## src/shared/fcl_pkg.sv

```systemverilog
`default_nettype none
package fcl_pkg;

  // ---------------------------------------------------------------------------
  // clock and timing
  // ---------------------------------------------------------------------------
  localparam int unsigned CLK_HZ        = 50_000_000;
  localparam int unsigned CODE_QUAL_MS  = 1000;  // code must persist this long
  localparam int unsigned RESP_WIN_MS   = 2000;  // all-ones response window
  localparam int unsigned CODE_QUAL_CYC = CLK_HZ / 1000 * CODE_QUAL_MS;
  localparam int unsigned RESP_WIN_CYC  = CLK_HZ / 1000 * RESP_WIN_MS;
  localparam int unsigned TMR_W         = 27;    // holds RESP_WIN_CYC

  // ---------------------------------------------------------------------------
  // framing and detector constants
  // ---------------------------------------------------------------------------
  localparam int unsigned SLOTS          = 24;
  localparam logic [2:0]  BIT8_IDX       = 3'h7;  // bit eight of a slot
  localparam int unsigned ONES_QUAL_BITS = 32;    // payload ones to accept
  localparam int unsigned LOCK_BITS      = 64;    // good bits before lock
  localparam int unsigned ERR_LIMIT      = 4;     // errors per window to drop
  localparam int unsigned ERR_WIN_BITS   = 255;   // error window length
  localparam int unsigned RUN_LIMIT      = 8;     // equal bits never in code

  // ---------------------------------------------------------------------------
  // carriers
  // ---------------------------------------------------------------------------
  typedef struct packed {
    logic [SLOTS-1:0] slot_mask;  // slots owned by this channel
    logic             rate_56k;   // seven payload bits per slot
    logic             alternate;  // alternate-octet mapping
  } fcl_cfg_t;

  typedef struct packed {
    logic       stb;        // one DS1 bit time
    logic       frame_bit;  // this bit is the framing bit
    logic [4:0] slot;       // slot 0..23
    logic [2:0] bit_num;    // 0 = bit one .. 7 = bit eight
    logic       rx_bit;     // received line bit
    logic       pass_bit;   // outgoing bit from upstream
    logic       user_bit;   // outgoing channel bit from user
  } fcl_line_t;

  typedef enum logic [2:0] {
    ST_IDLE, ST_ACT_QUAL, ST_ACT_WAIT, ST_LOOPED, ST_DEACT_QUAL, ST_DEACT_WAIT
  } fcl_state_t;

  typedef struct packed {
    fcl_state_t       st;
    logic [TMR_W-1:0] tmr;
    logic [5:0]       ones_run;
    logic             loop;
    logic             act_seen;
    logic             deact_seen;
    logic             cfg_bad;
    logic             line_bit;
    logic             line_stb;
    logic             chan_bit;
    logic             chan_stb;
  } fcl_ctl_t;

  typedef struct packed {
    logic [6:0] hist;
    logic [3:0] run;
    logic [6:0] good;
    logic [2:0] errs;
    logic [7:0] win;
    logic       lock;
  } fcl_det_t;

  // ---------------------------------------------------------------------------
  // slots from lowest to highest owned slot
  // ---------------------------------------------------------------------------
  function automatic logic [SLOTS-1:0] fcl_span(input logic [SLOTS-1:0] m);
    logic [SLOTS-1:0] above;
    logic [SLOTS-1:0] below;
    above[0]       = m[0];
    below[SLOTS-1] = m[SLOTS-1];
    for (int i = 1; i < SLOTS; i++) begin
      above[i]         = above[i-1] | m[i];
      below[SLOTS-1-i] = below[SLOTS-i] | m[SLOTS-1-i];
    end
    return above & below;
  endfunction : fcl_span

endpackage : fcl_pkg
`default_nettype wire

```

## src/rtl/fcl_loopback.sv

```systemverilog
`timescale 1ns/1ps
`default_nettype none
// Summary of operation
// - channel uses 1..24 slots, never framing bit
// - one instance per channel, chained per frame
// - 56k mode forces bit eight to one
// - 64k mode carries data in all eight bits
// - clear-channel 64k needs contiguous owned slots
// - non-clear 64k uses alternate owned octets
// - unused interleaved octets are sent all ones
// - detector locks at any code phase
// - loop applied early in the ones interval
// - loop removed early in ones after inverse
module fcl_loopback #(
  parameter int unsigned QUAL_CYC = fcl_pkg::CODE_QUAL_CYC,
  parameter int unsigned RESP_CYC = fcl_pkg::RESP_WIN_CYC
) (
  input  wire logic              clock_in,
  input  wire fcl_pkg::fcl_cfg_t cfg_in,
  input  wire fcl_pkg::fcl_line_t line_in,
  input  wire logic              rstn_in,
  output logic                   line_bit_out,
  output logic                   line_stb_out,
  output logic                   chan_bit_out,
  output logic                   chan_stb_out,
  output logic                   loop_active_out,
  output logic                   act_code_out,
  output logic                   deact_code_out,
  output logic                   cfg_bad_out
);

  fcl_pkg::fcl_ctl_t        q;
  fcl_pkg::fcl_ctl_t        n;
  logic [fcl_pkg::SLOTS-1:0] span;
  logic                     bad_cfg;
  logic                     owned;
  logic                     filler;
  logic                     bit8_56;
  logic                     payload;
  logic                     act_lock;
  logic                     deact_lock;
  logic                     ones_ok;

  // timer end points and local names for the states
  localparam int unsigned TW = fcl_pkg::TMR_W;
  localparam logic [TW-1:0] TMR_ONE   = TW'(1);
  localparam logic [TW-1:0] QUAL_LAST = TW'(QUAL_CYC - 1);
  localparam logic [TW-1:0] RESP_LAST = TW'(RESP_CYC - 1);
  localparam fcl_pkg::fcl_state_t ST_IDLE       = fcl_pkg::ST_IDLE;
  localparam fcl_pkg::fcl_state_t ST_ACT_QUAL   = fcl_pkg::ST_ACT_QUAL;
  localparam fcl_pkg::fcl_state_t ST_ACT_WAIT   = fcl_pkg::ST_ACT_WAIT;
  localparam fcl_pkg::fcl_state_t ST_LOOPED     = fcl_pkg::ST_LOOPED;
  localparam fcl_pkg::fcl_state_t ST_DEACT_QUAL = fcl_pkg::ST_DEACT_QUAL;
  localparam fcl_pkg::fcl_state_t ST_DEACT_WAIT = fcl_pkg::ST_DEACT_WAIT;

  // ---------------------------------------------------------------------------
  // slot ownership
  // ---------------------------------------------------------------------------
  // slots a chained instance does not own pass through untouched, except alternate-mode filler octets, which are sent as ones
  always_comb begin
    span    = fcl_pkg::fcl_span(cfg_in.slot_mask);
    // empty mask, or gaps in a clear-channel 64k map
    bad_cfg = (cfg_in.slot_mask == '0)
           || (!cfg_in.alternate && !cfg_in.rate_56k
               && span != cfg_in.slot_mask);
    // framing bit never belongs to the channel
    owned   = !bad_cfg && !line_in.frame_bit && line_in.slot < 5'h18
           && cfg_in.slot_mask[line_in.slot];
    // idle octets between alternate owned octets
    filler  = !bad_cfg && cfg_in.alternate && !line_in.frame_bit
           && line_in.slot < 5'h18 && span[line_in.slot] && !owned;
    bit8_56 = cfg_in.rate_56k && line_in.bit_num == fcl_pkg::BIT8_IDX;
    payload = line_in.stb && owned && !bit8_56;
    ones_ok = q.ones_run >= 6'(fcl_pkg::ONES_QUAL_BITS);
  end

  // ---------------------------------------------------------------------------
  // code detectors on the extracted payload bits
  // ---------------------------------------------------------------------------
  fcl_code_det #(
    .INVERT     (1'b0)
  ) u_act_det (
    .clock_in   (clock_in),
    .rstn_in    (rstn_in),
    .bit_stb_in (q.chan_stb),
    .bit_in     (q.chan_bit),
    .locked_out (act_lock)
  );

  fcl_code_det #(
    .INVERT     (1'b1)
  ) u_deact_det (
    .clock_in   (clock_in),
    .rstn_in    (rstn_in),
    .bit_stb_in (q.chan_stb),
    .bit_in     (q.chan_bit),
    .locked_out (deact_lock)
  );

  // ---------------------------------------------------------------------------
  // bit path and loopback state
  // ---------------------------------------------------------------------------
  always_comb begin
    n          = q;
    n.line_stb = line_in.stb;
    n.chan_stb = payload;
    n.cfg_bad  = bad_cfg;
    if (line_in.stb) begin
      if (owned) begin
        if (bit8_56) begin
          n.line_bit = 1'b1;
        end else begin
          // all eight bits carry data in 64k mode
          n.line_bit = q.loop ? line_in.rx_bit : line_in.user_bit;
        end
      end else if (filler) begin
        n.line_bit = 1'b1;
      end else begin
        n.line_bit = line_in.pass_bit;
      end
    end
    if (payload) begin
      n.chan_bit = line_in.rx_bit;
      if (!line_in.rx_bit) begin
        n.ones_run = 6'h00;
      end else if (!ones_ok) begin
        n.ones_run = q.ones_run + 6'h01;
      end
    end
    n.tmr = q.tmr + TMR_ONE;
    case (q.st)
      ST_IDLE: begin
        n.tmr = '0;
        if (act_lock) begin
          n.st = ST_ACT_QUAL;
        end
      end
      ST_ACT_QUAL: begin
        // code must hold for the whole qualification time
        if (!act_lock) begin
          n.st = ST_IDLE;
        end else if (q.tmr == QUAL_LAST) begin
          n.st  = ST_ACT_WAIT;
          n.tmr = '0;
        end
      end
      ST_ACT_WAIT: begin
        if (act_lock) begin
          n.tmr = '0;
        end else if (ones_ok) begin
          n.st   = ST_LOOPED;
          n.loop = 1'b1;
        end else if (q.tmr == RESP_LAST) begin
          n.st = ST_IDLE;
        end
      end
      ST_LOOPED: begin
        n.tmr = '0;
        if (deact_lock) begin
          n.st = ST_DEACT_QUAL;
        end
      end
      ST_DEACT_QUAL: begin
        if (!deact_lock) begin
          n.st = ST_LOOPED;
        end else if (q.tmr == QUAL_LAST) begin
          n.st  = ST_DEACT_WAIT;
          n.tmr = '0;
        end
      end
      ST_DEACT_WAIT: begin
        if (deact_lock) begin
          n.tmr = '0;
        end else if (ones_ok) begin
          n.st   = ST_IDLE;
          n.loop = 1'b0;
        end else if (q.tmr == RESP_LAST) begin
          n.st = ST_LOOPED;
        end
      end
      default: begin
        n.st = ST_IDLE;
      end
    endcase
    n.act_seen   = n.st == ST_ACT_QUAL || n.st == ST_ACT_WAIT;
    n.deact_seen = n.st == ST_DEACT_QUAL || n.st == ST_DEACT_WAIT;
  end

  // state register
  always_ff @(posedge clock_in) begin
    if (!rstn_in) begin
      q <= '0;
    end else begin
      q <= n;
    end
  end

  // outputs straight from the state register
  assign line_bit_out    = q.line_bit;
  assign line_stb_out    = q.line_stb;
  assign chan_bit_out    = q.chan_bit;
  assign chan_stb_out    = q.chan_stb;
  assign loop_active_out = q.loop;
  assign act_code_out    = q.act_seen;
  assign deact_code_out  = q.deact_seen;
  assign cfg_bad_out     = q.cfg_bad;

  // ---------------------------------------------------------------------------
  // checks
  // ---------------------------------------------------------------------------
  property p_frame_pass;
    @(posedge clock_in) disable iff (!rstn_in)
    line_in.stb && line_in.frame_bit
      |=> q.line_stb && q.line_bit == $past(line_in.pass_bit);
  endproperty
  a_frame_pass: assert property (p_frame_pass)
    else $error("framing bit was not passed through");

  property p_bit8_one;
    @(posedge clock_in) disable iff (!rstn_in)
    line_in.stb && owned && bit8_56 |=> q.line_bit;
  endproperty
  a_bit8_one: assert property (p_bit8_one)
    else $error("bit eight of a 56k slot was not one");

  property p_loop_data;
    @(posedge clock_in) disable iff (!rstn_in)
    q.loop && payload |=> q.line_bit == $past(line_in.rx_bit);
  endproperty
  a_loop_data: assert property (p_loop_data)
    else $error("looped payload bit differs from received bit");

  property p_filler_ones;
    @(posedge clock_in) disable iff (!rstn_in)
    line_in.stb && filler |=> q.line_bit;
  endproperty
  a_filler_ones: assert property (p_filler_ones)
    else $error("interleaved idle octet bit was not one");

  property p_loop_set;
    @(posedge clock_in) disable iff (!rstn_in)
    $rose(q.loop) |-> $past(q.st) == ST_ACT_WAIT && $past(ones_ok);
  endproperty
  a_loop_set: assert property (p_loop_set)
    else $error("loop applied outside the ones interval");

  property p_loop_clr;
    @(posedge clock_in) disable iff (!rstn_in)
    $fell(q.loop) |-> $past(q.st) == ST_DEACT_WAIT && $past(ones_ok);
  endproperty
  a_loop_clr: assert property (p_loop_clr)
    else $error("loop removed outside the ones interval");

  property p_qual_drop;
    @(posedge clock_in) disable iff (!rstn_in)
    q.st == ST_ACT_QUAL && !act_lock |=> q.st == ST_IDLE ##1 !q.act_seen;
  endproperty
  a_qual_drop: assert property (p_qual_drop)
    else $error("activation kept without a locked code");

  property p_skip_bit8;
    @(posedge clock_in) disable iff (!rstn_in)
    q.chan_stb |-> !($past(cfg_in.rate_56k)
                     && $past(line_in.bit_num) == fcl_pkg::BIT8_IDX);
  endproperty
  a_skip_bit8: assert property (p_skip_bit8)
    else $error("bit eight of a 56k slot was taken as payload");

endmodule : fcl_loopback
`default_nettype wire

```

## src/rtl/fcl_code_det.sv

```systemverilog
`timescale 1ns/1ps
`default_nettype none
module fcl_code_det #(
  parameter logic INVERT = 1'b0
) (
  input  wire logic clock_in,
  input  wire logic rstn_in,
  input  wire logic bit_stb_in,
  input  wire logic bit_in,
  output logic      locked_out
);

  fcl_pkg::fcl_det_t q;
  fcl_pkg::fcl_det_t n;
  logic              pred;
  logic [3:0]        run_n;
  logic              bad;

  // ---------------------------------------------------------------------------
  // self-synchronising check of the seven-stage sequence
  // ---------------------------------------------------------------------------
  // prediction uses only past bits, so any start phase locks
  always_comb begin
    n     = q;
    pred  = q.hist[2] ^ q.hist[6] ^ INVERT;
    run_n = (bit_in == q.hist[0])
          ? ((q.run == 4'hF) ? q.run : q.run + 4'h1) : 4'h1;
    // a long equal run is all ones/zeros, never the code
    bad   = (bit_in != pred) || (run_n >= 4'(fcl_pkg::RUN_LIMIT));
    if (bit_stb_in) begin
      n.hist = {q.hist[5:0], bit_in};
      n.run  = run_n;
      if (!q.lock) begin
        // qualify on a clean run
        n.good = bad ? 7'h00 : q.good + 7'h01;
        n.lock = !bad && (q.good == 7'(fcl_pkg::LOCK_BITS - 1));
        n.errs = 3'h0;
        n.win  = 8'h00;
      end else begin
        // tolerate sparse errors inside a window
        n.errs = q.errs + {2'h0, bad};
        n.win  = q.win + 8'h01;
        if (n.errs == 3'(fcl_pkg::ERR_LIMIT)) begin
          n.lock = 1'b0;
          n.good = 7'h00;
          n.errs = 3'h0;
          n.win  = 8'h00;
        end else if (q.win == 8'(fcl_pkg::ERR_WIN_BITS - 1)) begin
          n.errs = 3'h0;
          n.win  = 8'h00;
        end
      end
    end
  end

  // state register
  always_ff @(posedge clock_in) begin
    if (!rstn_in) begin
      q <= '0;
    end else begin
      q <= n;
    end
  end

  assign locked_out = q.lock;

  // ---------------------------------------------------------------------------
  // checks
  // ---------------------------------------------------------------------------
  property p_run_breaks;
    @(posedge clock_in) disable iff (!rstn_in)
    bit_stb_in && !q.lock && bad |=> q.good == 7'h00 && !q.lock;
  endproperty
  a_run_breaks: assert property (p_run_breaks)
    else $error("detector kept counting after a bad bit");

  property p_lock_needs_run;
    @(posedge clock_in) disable iff (!rstn_in)
    !q.lock ##1 q.lock |-> $past(q.good) == 7'(fcl_pkg::LOCK_BITS - 1);
  endproperty
  a_lock_needs_run: assert property (p_lock_needs_run)
    else $error("detector locked without a full clean run");

endmodule : fcl_code_det
`default_nettype wire

```

## config.mk

```make
export PLATFORM = sky130hd
export DESIGN_NAME = fcl_loopback
export DESIGN_NICKNAME = d
export VERILOG_FILES = /design/src/shared/fcl_pkg.sv /design/src/rtl/fcl_loopback.sv /design/src/rtl/fcl_code_det.sv
export SDC_FILE = /design/constraint.sdc
export NUM_CORES = 1
export LEC_CHECK = 0
export ABC_AREA = 0
export BUFFER_PORTS_ARGS = -buffer_cell sky130_fd_sc_hd__buf_2
export CORE_MARGIN = 8
export CORE_UTILIZATION = 45
export CTS_CLUSTER_DIAMETER = 120
export DETAILED_ROUTE_END_ITERATION = 16
export PLACE_DENSITY = 0.7
export REMOVE_ABC_BUFFERS = 1
export SYNTH_ARGS = -nofsm -noshare
export SYNTH_HDL_FRONTEND = slang
export SYNTH_SLANG_ARGS = --single-unit
```

## constraint.sdc

```tcl
create_clock -name clock_in -period 3 [get_ports clock_in]
set_input_delay 0.15 -clock clock_in [delete_from_list [all_inputs] [get_ports clock_in]]
set_output_delay 0.15 -clock clock_in [all_outputs]
set_load 0.03 [all_outputs]
```

Yosys cells after proc, flatten, opt, wreduce, memory -nomap -nowiden. Cells that the tools add are included.

Flip-flop bits (word level): 104. Latch bits: 0. Bits in writable memories: 0. Memory bits (read-only): 0. Input bits: 41. Output and inout port bits: 8. Word-level logic and storage cells: 205. Memories kept: 0.

Add/subtract/negate cells: 10. $mul: 0. Divide/modulo/power cells: 0. Order comparisons: 5. Equal/unequal tests: 32. Shift-type cells: 0. Mux-type cells: 49. Bitwise gates (word level): 50. Reduce and logical (&&, ||, !) cells: 36.

Operators by type and width (number): $pmux W27 S5 (1); $mux W27 (4); $mux W30 (2); $or A1 B1 Y1 (46); $mux W11 (4); $mux W19 (2); $mux W3 (10); $mux W7 (4); $add A27 B1 Y27 const B (1); $eq A27 B26 Y1 const B (1); $eq A27 B27 Y1 const B (1); $and A24 B24 Y24 (1); $logic_not A24 Y1 (1); $ne A24 B24 Y1 (1); $eq A3 B3 Y1 const B (7); $pmux W3 S6 (1); $add A8 B1 Y8 const B (2); $eq A8 B8 Y1 const B (2); $mux W4 (4); $logic_and A1 B1 Y1 (15); $add A7 B1 Y7 const B (2); $eq A7 B6 Y1 const B (2); $ne A2 B2 Y1 const B (7); $mux W1 (12); other kinds (24) (49).

Depth between registers and ports, before layout. Gate-level depths: netlist of run 1.

Word-level depth: 35. Depth in mapped cells: 12. Mapped depth without buffers: 12.

By module. A second synthesis of run 1 with hierarchy kept.

Cells, all modules: 762. Area, all modules: 6292.3 um^2.

By module, submodules not included: fcl_loopback (instances 1, cells an instance 426, area an instance 3230.6 um^2, sequential area each 880.8 um^2); fcl_code_det at u_act_det (instances 1, cells an instance 167, area an instance 1542.7 um^2, sequential area each 600.6 um^2); fcl_code_det at u_deact_det (instances 1, cells an instance 169, area an instance 1519.0 um^2, sequential area each 600.6 um^2).

Least setup slack after synthesis of run 1. Ideal clock, no wire load.

Path kind: in2reg. Start: input cfg_in[13] in the netlist's numbering. End: register q[10] in the netlist's numbering. Setup time: 74 ps. Arrival: 2677 ps. Data required time: 2926 ps. Slack: 249 ps. Stages: 10. Path buffers: 2. Cells stage by stage: clkbuf_1 > nor4_2 > and4_1 > buf_4 > a311oi_1 > or4b_4 > nor4_4 > o21ai_2 > or4b_1 > a31oi_1.

Word-level cells in the longest chain between the ends: 24. Elaborated cells on any way between the ends: 39. Classes of those cells: 1 x eq/ne; 2 x mux; 26 x bitwise; 10 x reduce/logical.

RTL lines: start, declared (line fcl_loopback.sv:19) `input wire fcl_pkg::fcl_cfg_t cfg_in,`; $or A1 B1 Y1 (13 in a row) (line fcl_pkg.sv:80) `above[i] = above[i-1] | m[i];`; $and A24 B24 Y24 (line fcl_pkg.sv:83) `return above & below;`; $ne A24 B24 Y1 (line fcl_loopback.sv:65) `&& span != cfg_in.slot_mask);`; $logic_and A1 B1 Y1 (line fcl_loopback.sv:65); $logic_or A1 B1 Y1 (line fcl_loopback.sv:64) `|| (!cfg_in.alternate && !cfg_in.rate_56k`; $logic_not A1 Y1 (line fcl_loopback.sv:67) `owned = !bad_cfg && !line_in.frame_bit && line_in.slot < 5'h18`; $logic_and A1 B1 Y1 (2 in a row) (line fcl_loopback.sv:67); $logic_and A1 B1 Y1 * (line fcl_loopback.sv:68) `&& cfg_in.slot_mask[line_in.slot];`; $logic_and A1 B1 Y1 * (2 in a row) (line fcl_loopback.sv:73) `payload = line_in.stb && owned && !bit8_56;`; $reduce_and A2 Y1 (no line) *; end signal, assigned (line fcl_loopback.sv:194) `q <= n;`; end, declared (line fcl_loopback.sv:32) `fcl_pkg::fcl_ctl_t q;`.

Every way passes the cells marked *; elsewhere a longest branch is shown, timed or not. The select of a mux whose other input is x is not followed. A chain may end at the register's enable or synchronous reset.

Final worst setup path of run 1.
Start: register u_deact_det.q[19] in the netlist's numbering. End: register u_deact_det.q[15] in the netlist's numbering.

Word-level cells in the longest chain between the ends: 9. Elaborated cells on any way between the ends: 12. Classes of those cells: 2 x add/sub; 1 x order compare; 3 x eq/ne; 4 x mux; 2 x reduce/logical.

RTL lines: start, declared (line fcl_code_det.sv:13) `fcl_pkg::fcl_det_t q;`; start signal, assigned (line fcl_code_det.sv:61) `q <= n;`; $add A4 B1 Y4 / $eq A4 B4 Y1 (equally long branches) (line fcl_code_det.sv:27) `? ((q.run == 4'hF) ? q.run : q.run + 4'h1) : 4'h1;`; $mux W4 * (2 in a row) (line fcl_code_det.sv:27); $ge A4 B4 Y1 * (line fcl_code_det.sv:29) `bad = (bit_in != pred) || (run_n >= 4'(fcl_pkg::RUN_LIMIT));`; $logic_or A1 B1 Y1 * (line fcl_code_det.sv:29); $add A3 B1 Y3 (line fcl_code_det.sv:41) `n.errs = q.errs + {2'h0, bad};`; $eq A3 B3 Y1 (line fcl_code_det.sv:43) `if (n.errs == 3'(fcl_pkg::ERR_LIMIT)) begin`; $ne A2 B2 Y1 (no line); $reduce_and A2 Y1 (no line).

Every way passes the cells marked *; elsewhere a longest branch is shown, timed or not.

==> results of run 1 <==
[power groups by stage]
stage | clock network [mW] | logic [mW] | registers, mW
2_1_floorplan | 0 | 0.114 | 1.34
3_3_place_gp | 0 | 0.230 | 1.34
3_5_place_dp | 0 | 0.235 | 1.34
4_1_cts | 1.15 | 0.236 | 1.31
5_1_grt | 1.19 | 0.261 | 1.31
6_report | 1.12 | 0.237 | 1.31
[worst paths after layout]
| kind | start | end | slack, ps | cells past startpoint |
|---|---|---|---|---|
| worst max-delay path | u_deact_det.q[19] | u_deact_det.q[15] | 170 | 12 |
| worst min-delay path | line_in[12] | line_stb_out | 70 | 2 |
| worst max register to register | u_deact_det.q[19] | u_deact_det.q[15] | 170 | 12 |
| worst min register to register | q[14] | q[14] | 450 | 1 |
[kinds of logic (layout without fill, tap and decap cells)]
| kind of cell | after synthesis | in the layout | share of synthesized area, % |
|---|---|---|---|
| flops | 97 | 97 | 34.55 |
| xor+xnor | 46 | 46 | 7.168 |
| mux | 22 | 22 | 5.254 |
| buf+inv | 44 | 95 | 3.028 |
| fa+ha+maj | 15 | 15 | 3.339 |
| simple gates | 336 | 336 | 30.43 |
| compound gates | 143 | 143 | 16.23 |
[worst max-delay path: stages (launching register included)]
cell      delay, ps
dfxtp_1         360
ha_1            250
nand2b_1        160
o21ai_0         230
o21ai_1         180
ha_1            220
ha_1            200
xnor2_1         130
o31ai_1         280
nand2_2         170
o21ai_0         260
o21ai_0         110
and2_1          170
[cells in the final DEF (no fill, tap or decap), types with 17 or more instances in the layout]
cell type  netlist  layout
buf_2            1      48
xnor2_1         17      17
dfxtp_1         97      97
nand4_1         20      20
xor2_1          29      29
nand2_1         69      68
nor2_1         112     112
a21oi_1         42      42
nand3_1         33      33
buf_4            1      18
o21ai_0         34      33
[area by class of cell]
type                    count  area share [%]
repair buffers             66           5.879
well taps                 172           3.371
multi-input cells         562           54.99
clock buffers              11           3.802
clock inverters             3          0.6663
inverters                  15          0.8818
flip-flops and latches     97           30.41
[per-layer routing]
| layer | vias up | part of all wire, % | track usage [%] |
|---|---|---|---|
| li1 | 2627 | - | - |
| met4 | 0 | 1.6 | 5.524 |
| met5 | - | 0 | 0 |
| met3 | 15 | 4.5 | 3.245 |
| met2 | 138 | 46 | 27.63 |
| met1 | 2439 | 47 | 21.22 |
==> metrics, run 1 <==
Clock power frac=41.9%; Worst-Skew Late Latency=340 ps; Max IR drop VDD=0.2581 mV; layout cell share with drive strength beyond 1=13.00%; worst path arrival time=3060 ps; syn avg cell area=7.995 um^2; ys flop type=dfxtp_1; top post-synthesis cells by count=nor2_1 (112), dfxtp_1 (97), nand2_1 (69); Final Instance Count excl. Fillers=926; area grow syn2layout=13.60%; PwrDens=417.1 nW/um^2; max-slew violation count=0; post-synth top area share=34.55%; clk buf depth=2; vias per inst=5.636; synthesis-stage register bit count=97; IO Port Bufs=48; Total Routing Usage GR=16.68%; initial antenna violation count=0; Tmin final=2825 ps; IO Pins=49; Sw Share=23.19%; clock slew seen by the registers of the worst setup and hold paths=60 ps; Placer Congestion=0.9328; DRC viols=0; most common cell in the synthesized netlist=nor2_1; Async SR Flop Fraction=0%; critical path required time=3230 ps; Largest regs=q: 36 flops, u_deact_det.q: 29 flops, u_act_det.q: 22 flops; Lkg Pwr=2.271 nW; Core ar.=12410 um^2; run status=finished, final reports clean; Reg power frac=49.1%; Fmax=0.3539 GHz; Final Util=51.43%; final worst slack=174.7 ps; Largest register FFs=36; fill count=1204; Final #Nets=807; CTS Buf Count=9; Slew @ Worst Pin=649.4 ps; DR vias=5219; Worst setup EP type=flop; number of global-route vias before repair=5095; Mapped Cells=703; switching pwr=617.5 uW; WHS=74.53 ps; Setup WS pre-CTS=15.66 ps; largest cells by area after synthesis=dfxtp_1 (35%), nor2_1 (7.5%), nand2_1 (4.6%), xor2_1 (4.5%), a21oi_1 (3.7%); max_slew headroom=56.65%; Die Ht=127.8 um; RSZ-0062 raised after global routing=false; # rows=41; fin crit share=94.18%; Yosys warnings=0; final setup fails=0; postcts setup bufs=0; Synth cell types=66; Internal=2.046 mW; largest net degree at the start of global routing=41; critical path peak fanout=8; Die ar.=16320 um^2; antenna-violating nets left=0; DIE WIDTH=127.8 um; cell taking the most area after synthesis=dfxtp_1; post-synthesis sequential area ratio=34.55%; drt wl/cell=14.44 um; post-layout power=2.663 mW; cts repair resizes=0; Starting DRT DRC Count=411; multi-input logic area=3511 um^2; final WL=13.37 mm; first-pass GRT wire length=23.02 mm; fin area=6385 um^2; Starting Density=45.27%; n_diodes=0; largest reg by FF count=q; worst hold path type=in2reg; clock skew=6.400 ps; clk root buf=clkbuf_16; # Max-Cap Violations=0; DR pass1 iterations=5; number of synthesized flops with an enable pin=0; Hold Vio Cnt, Final=0; total global routing overflow=0; CTS tree=built; Comb pwr share=8.9%; Hold-fix buffers, CTS=0; placed instance area=6097 um^2; post-synthesis cell area=5620 um^2; crit path kind=reg2reg; Setup Total Neg Slack=0 ps; CTS sink count=97; crit start category=flop; post-DP HPWL=9.747 mm; flip-flop and latch area=1942 um^2; Placed Cells=912; CTS H-tree lvls=3
No activity file was read; power rests on OpenSTA's default activity.
==> run 2, diff against run 1 <==
- CTS_BUF_LIST: default -> sky130_fd_sc_hd__clkbuf_4
==> metrics, run 2 (synthesized netlist as in run 1, its figures left out) <==
Placed Cells=912; total global routing overflow=0; Tmin final=2812 ps; most frequent cells in the layout=nor2_1 (112), dfxtp_1 (97), nand2_1 (68), buf_2 (48), a21oi_1 (42); IO Pins=49; RSZ-0062 raised after global routing=false; Final Instance Count excl. Fillers=927; final setup fails=0; DRC viols=0; Slew @ Worst Pin=641.3 ps; Hold Vio Cnt, Final=0; n_diodes=0; DIE WIDTH=127.8 um; layout cell share with drive strength beyond 1=12.98%; DR pass1 iterations=6; worst hold path type=in2reg; run status=finished, final reports clean; Worst Reg2Reg Path Length in Cells=12; CTS Buf Count=9; Critical Path Start=u_deact_det.q[19]; CTS tree=built; Fmax=0.3557 GHz; max_slew headroom=57.19%; Lkg Pwr=2.203 nW; first-pass GRT wire length=23.01 mm; post-DP HPWL=9.747 mm; fin crit share=93.73%; Final #Nets=808; clock skew=19.76 ps; CTS H-tree lvls=3; Die ar.=16320 um^2; final WL=13.37 mm; Placer Congestion=0.9328; largest reg by FF count=q; largest net degree at the start of global routing=41; final worst slack=188.2 ps; # Max-Cap Violations=0; fin area=6231 um^2; hold path startpoint=line_in[2]; fill count=1218; worst path arrival time=3170 ps; Core ar.=12410 um^2; drt wl/cell=14.42 um; Worst setup EP type=flop; clock slew seen by the registers of the worst setup and hold paths=150 ps; DR vias=5274; clk root buf=clkbuf_4; Final Util=50.19%; # rows=41; Starting Density=45.27%; Max IR drop VDD=0.1726 mV; most common cell after layout, fill and taps aside=nor2_1; Largest register FFs=36; WHS=49.68 ps; clk buf depth=2; Die Ht=127.8 um; initial antenna violation count=0; Worst-Skew Late Latency=450 ps; IO Port Bufs=48; area grow syn2layout=10.86%; Setup Total Neg Slack=0 ps; critical path peak fanout=8; Largest regs=q: 36 flops, u_deact_det.q: 29 flops, u_act_det.q: 22 flops; max-slew violation count=0; crit start category=flop; vias per inst=5.689; critical path required time=3360 ps; placed instance area=6097 um^2; hold path cells=3; PwrDens=354.4 nW/um^2; post-layout power=2.209 mW; worst r2r src=u_deact_det.q[19]; number of global-route vias before repair=5128; postcts setup bufs=0; antenna-violating nets left=0; Total Routing Usage GR=16.65%; Starting DRT DRC Count=401; crit path kind=reg2reg; Setup WS pre-CTS=15.66 ps; CTS sink count=97
## run 2: changes by cell type in the layout (fill, tap and decap cells not counted)
| cell | before | now |
|---|---|---|
| clkbuf_4 | 0 | 10 |
| clkbuf_16 | 9 | 0 |
| clkbuf_1 | 1 | 0 |
| clkbuf_8 | 1 | 0 |
| clkinv_1 | 2 | 3 |
| dlygate4sd3_1 | 0 | 1 |
## run 2: final cells by class
type                    count  area (um^2)  area share [%]
well taps                 172        215.2           3.454
flip-flops and latches     97         1942           31.16
inverters                  15        56.30          0.9036
multi-input cells         562         3511           56.35
repair buffers             67        385.4           6.185
clock buffers              10        75.07           1.205
clock inverters             4        46.29          0.7430
## run 2: critical path, cell delays in order, from the launching register on
cell,delay (ps)
dfxtp_1,390
ha_1,250
nand2b_1,160
o21ai_0,230
o21ai_1,180
ha_1,220
ha_1,200
xnor2_1,130
o31ai_1,280
nand2_2,170
o21ai_0,230
o21ai_0,110
and2_1,170
## run 2: what timing repair did
item / 4_1_cts / 5_1_grt
hold buffers: 1 / 0
hold endpoints to repair: 1 / 0
setup endpoints to repair: 0 / 3
resized for setup: 0 / 2
## run 2: power by group
group / internal [mW] / leakage, nW / switching [mW]
Combinational: 0.0907 / 1.36 / 0.148
Sequential: 1.30 / 0.782 / 0.0113
Clock: 0.251 / 0.0658 / 0.410
## run 2: final timing paths
kind,to,slack [ps]
worst max-delay path,u_deact_det.q[15],190
worst max register to register,u_deact_det.q[15],190
worst min-delay path,q[9],50
worst min register to register,q[14],460
## run 2: layer usage
layer	vias to the layer above	share of wire, %	global-route usage, %
met3	23	4.8	4.035
met5	-	0	0
li1	2630	-	-
met1	2472	47	20.88
met2	149	46	27.47
met4	0	1.7	5.315
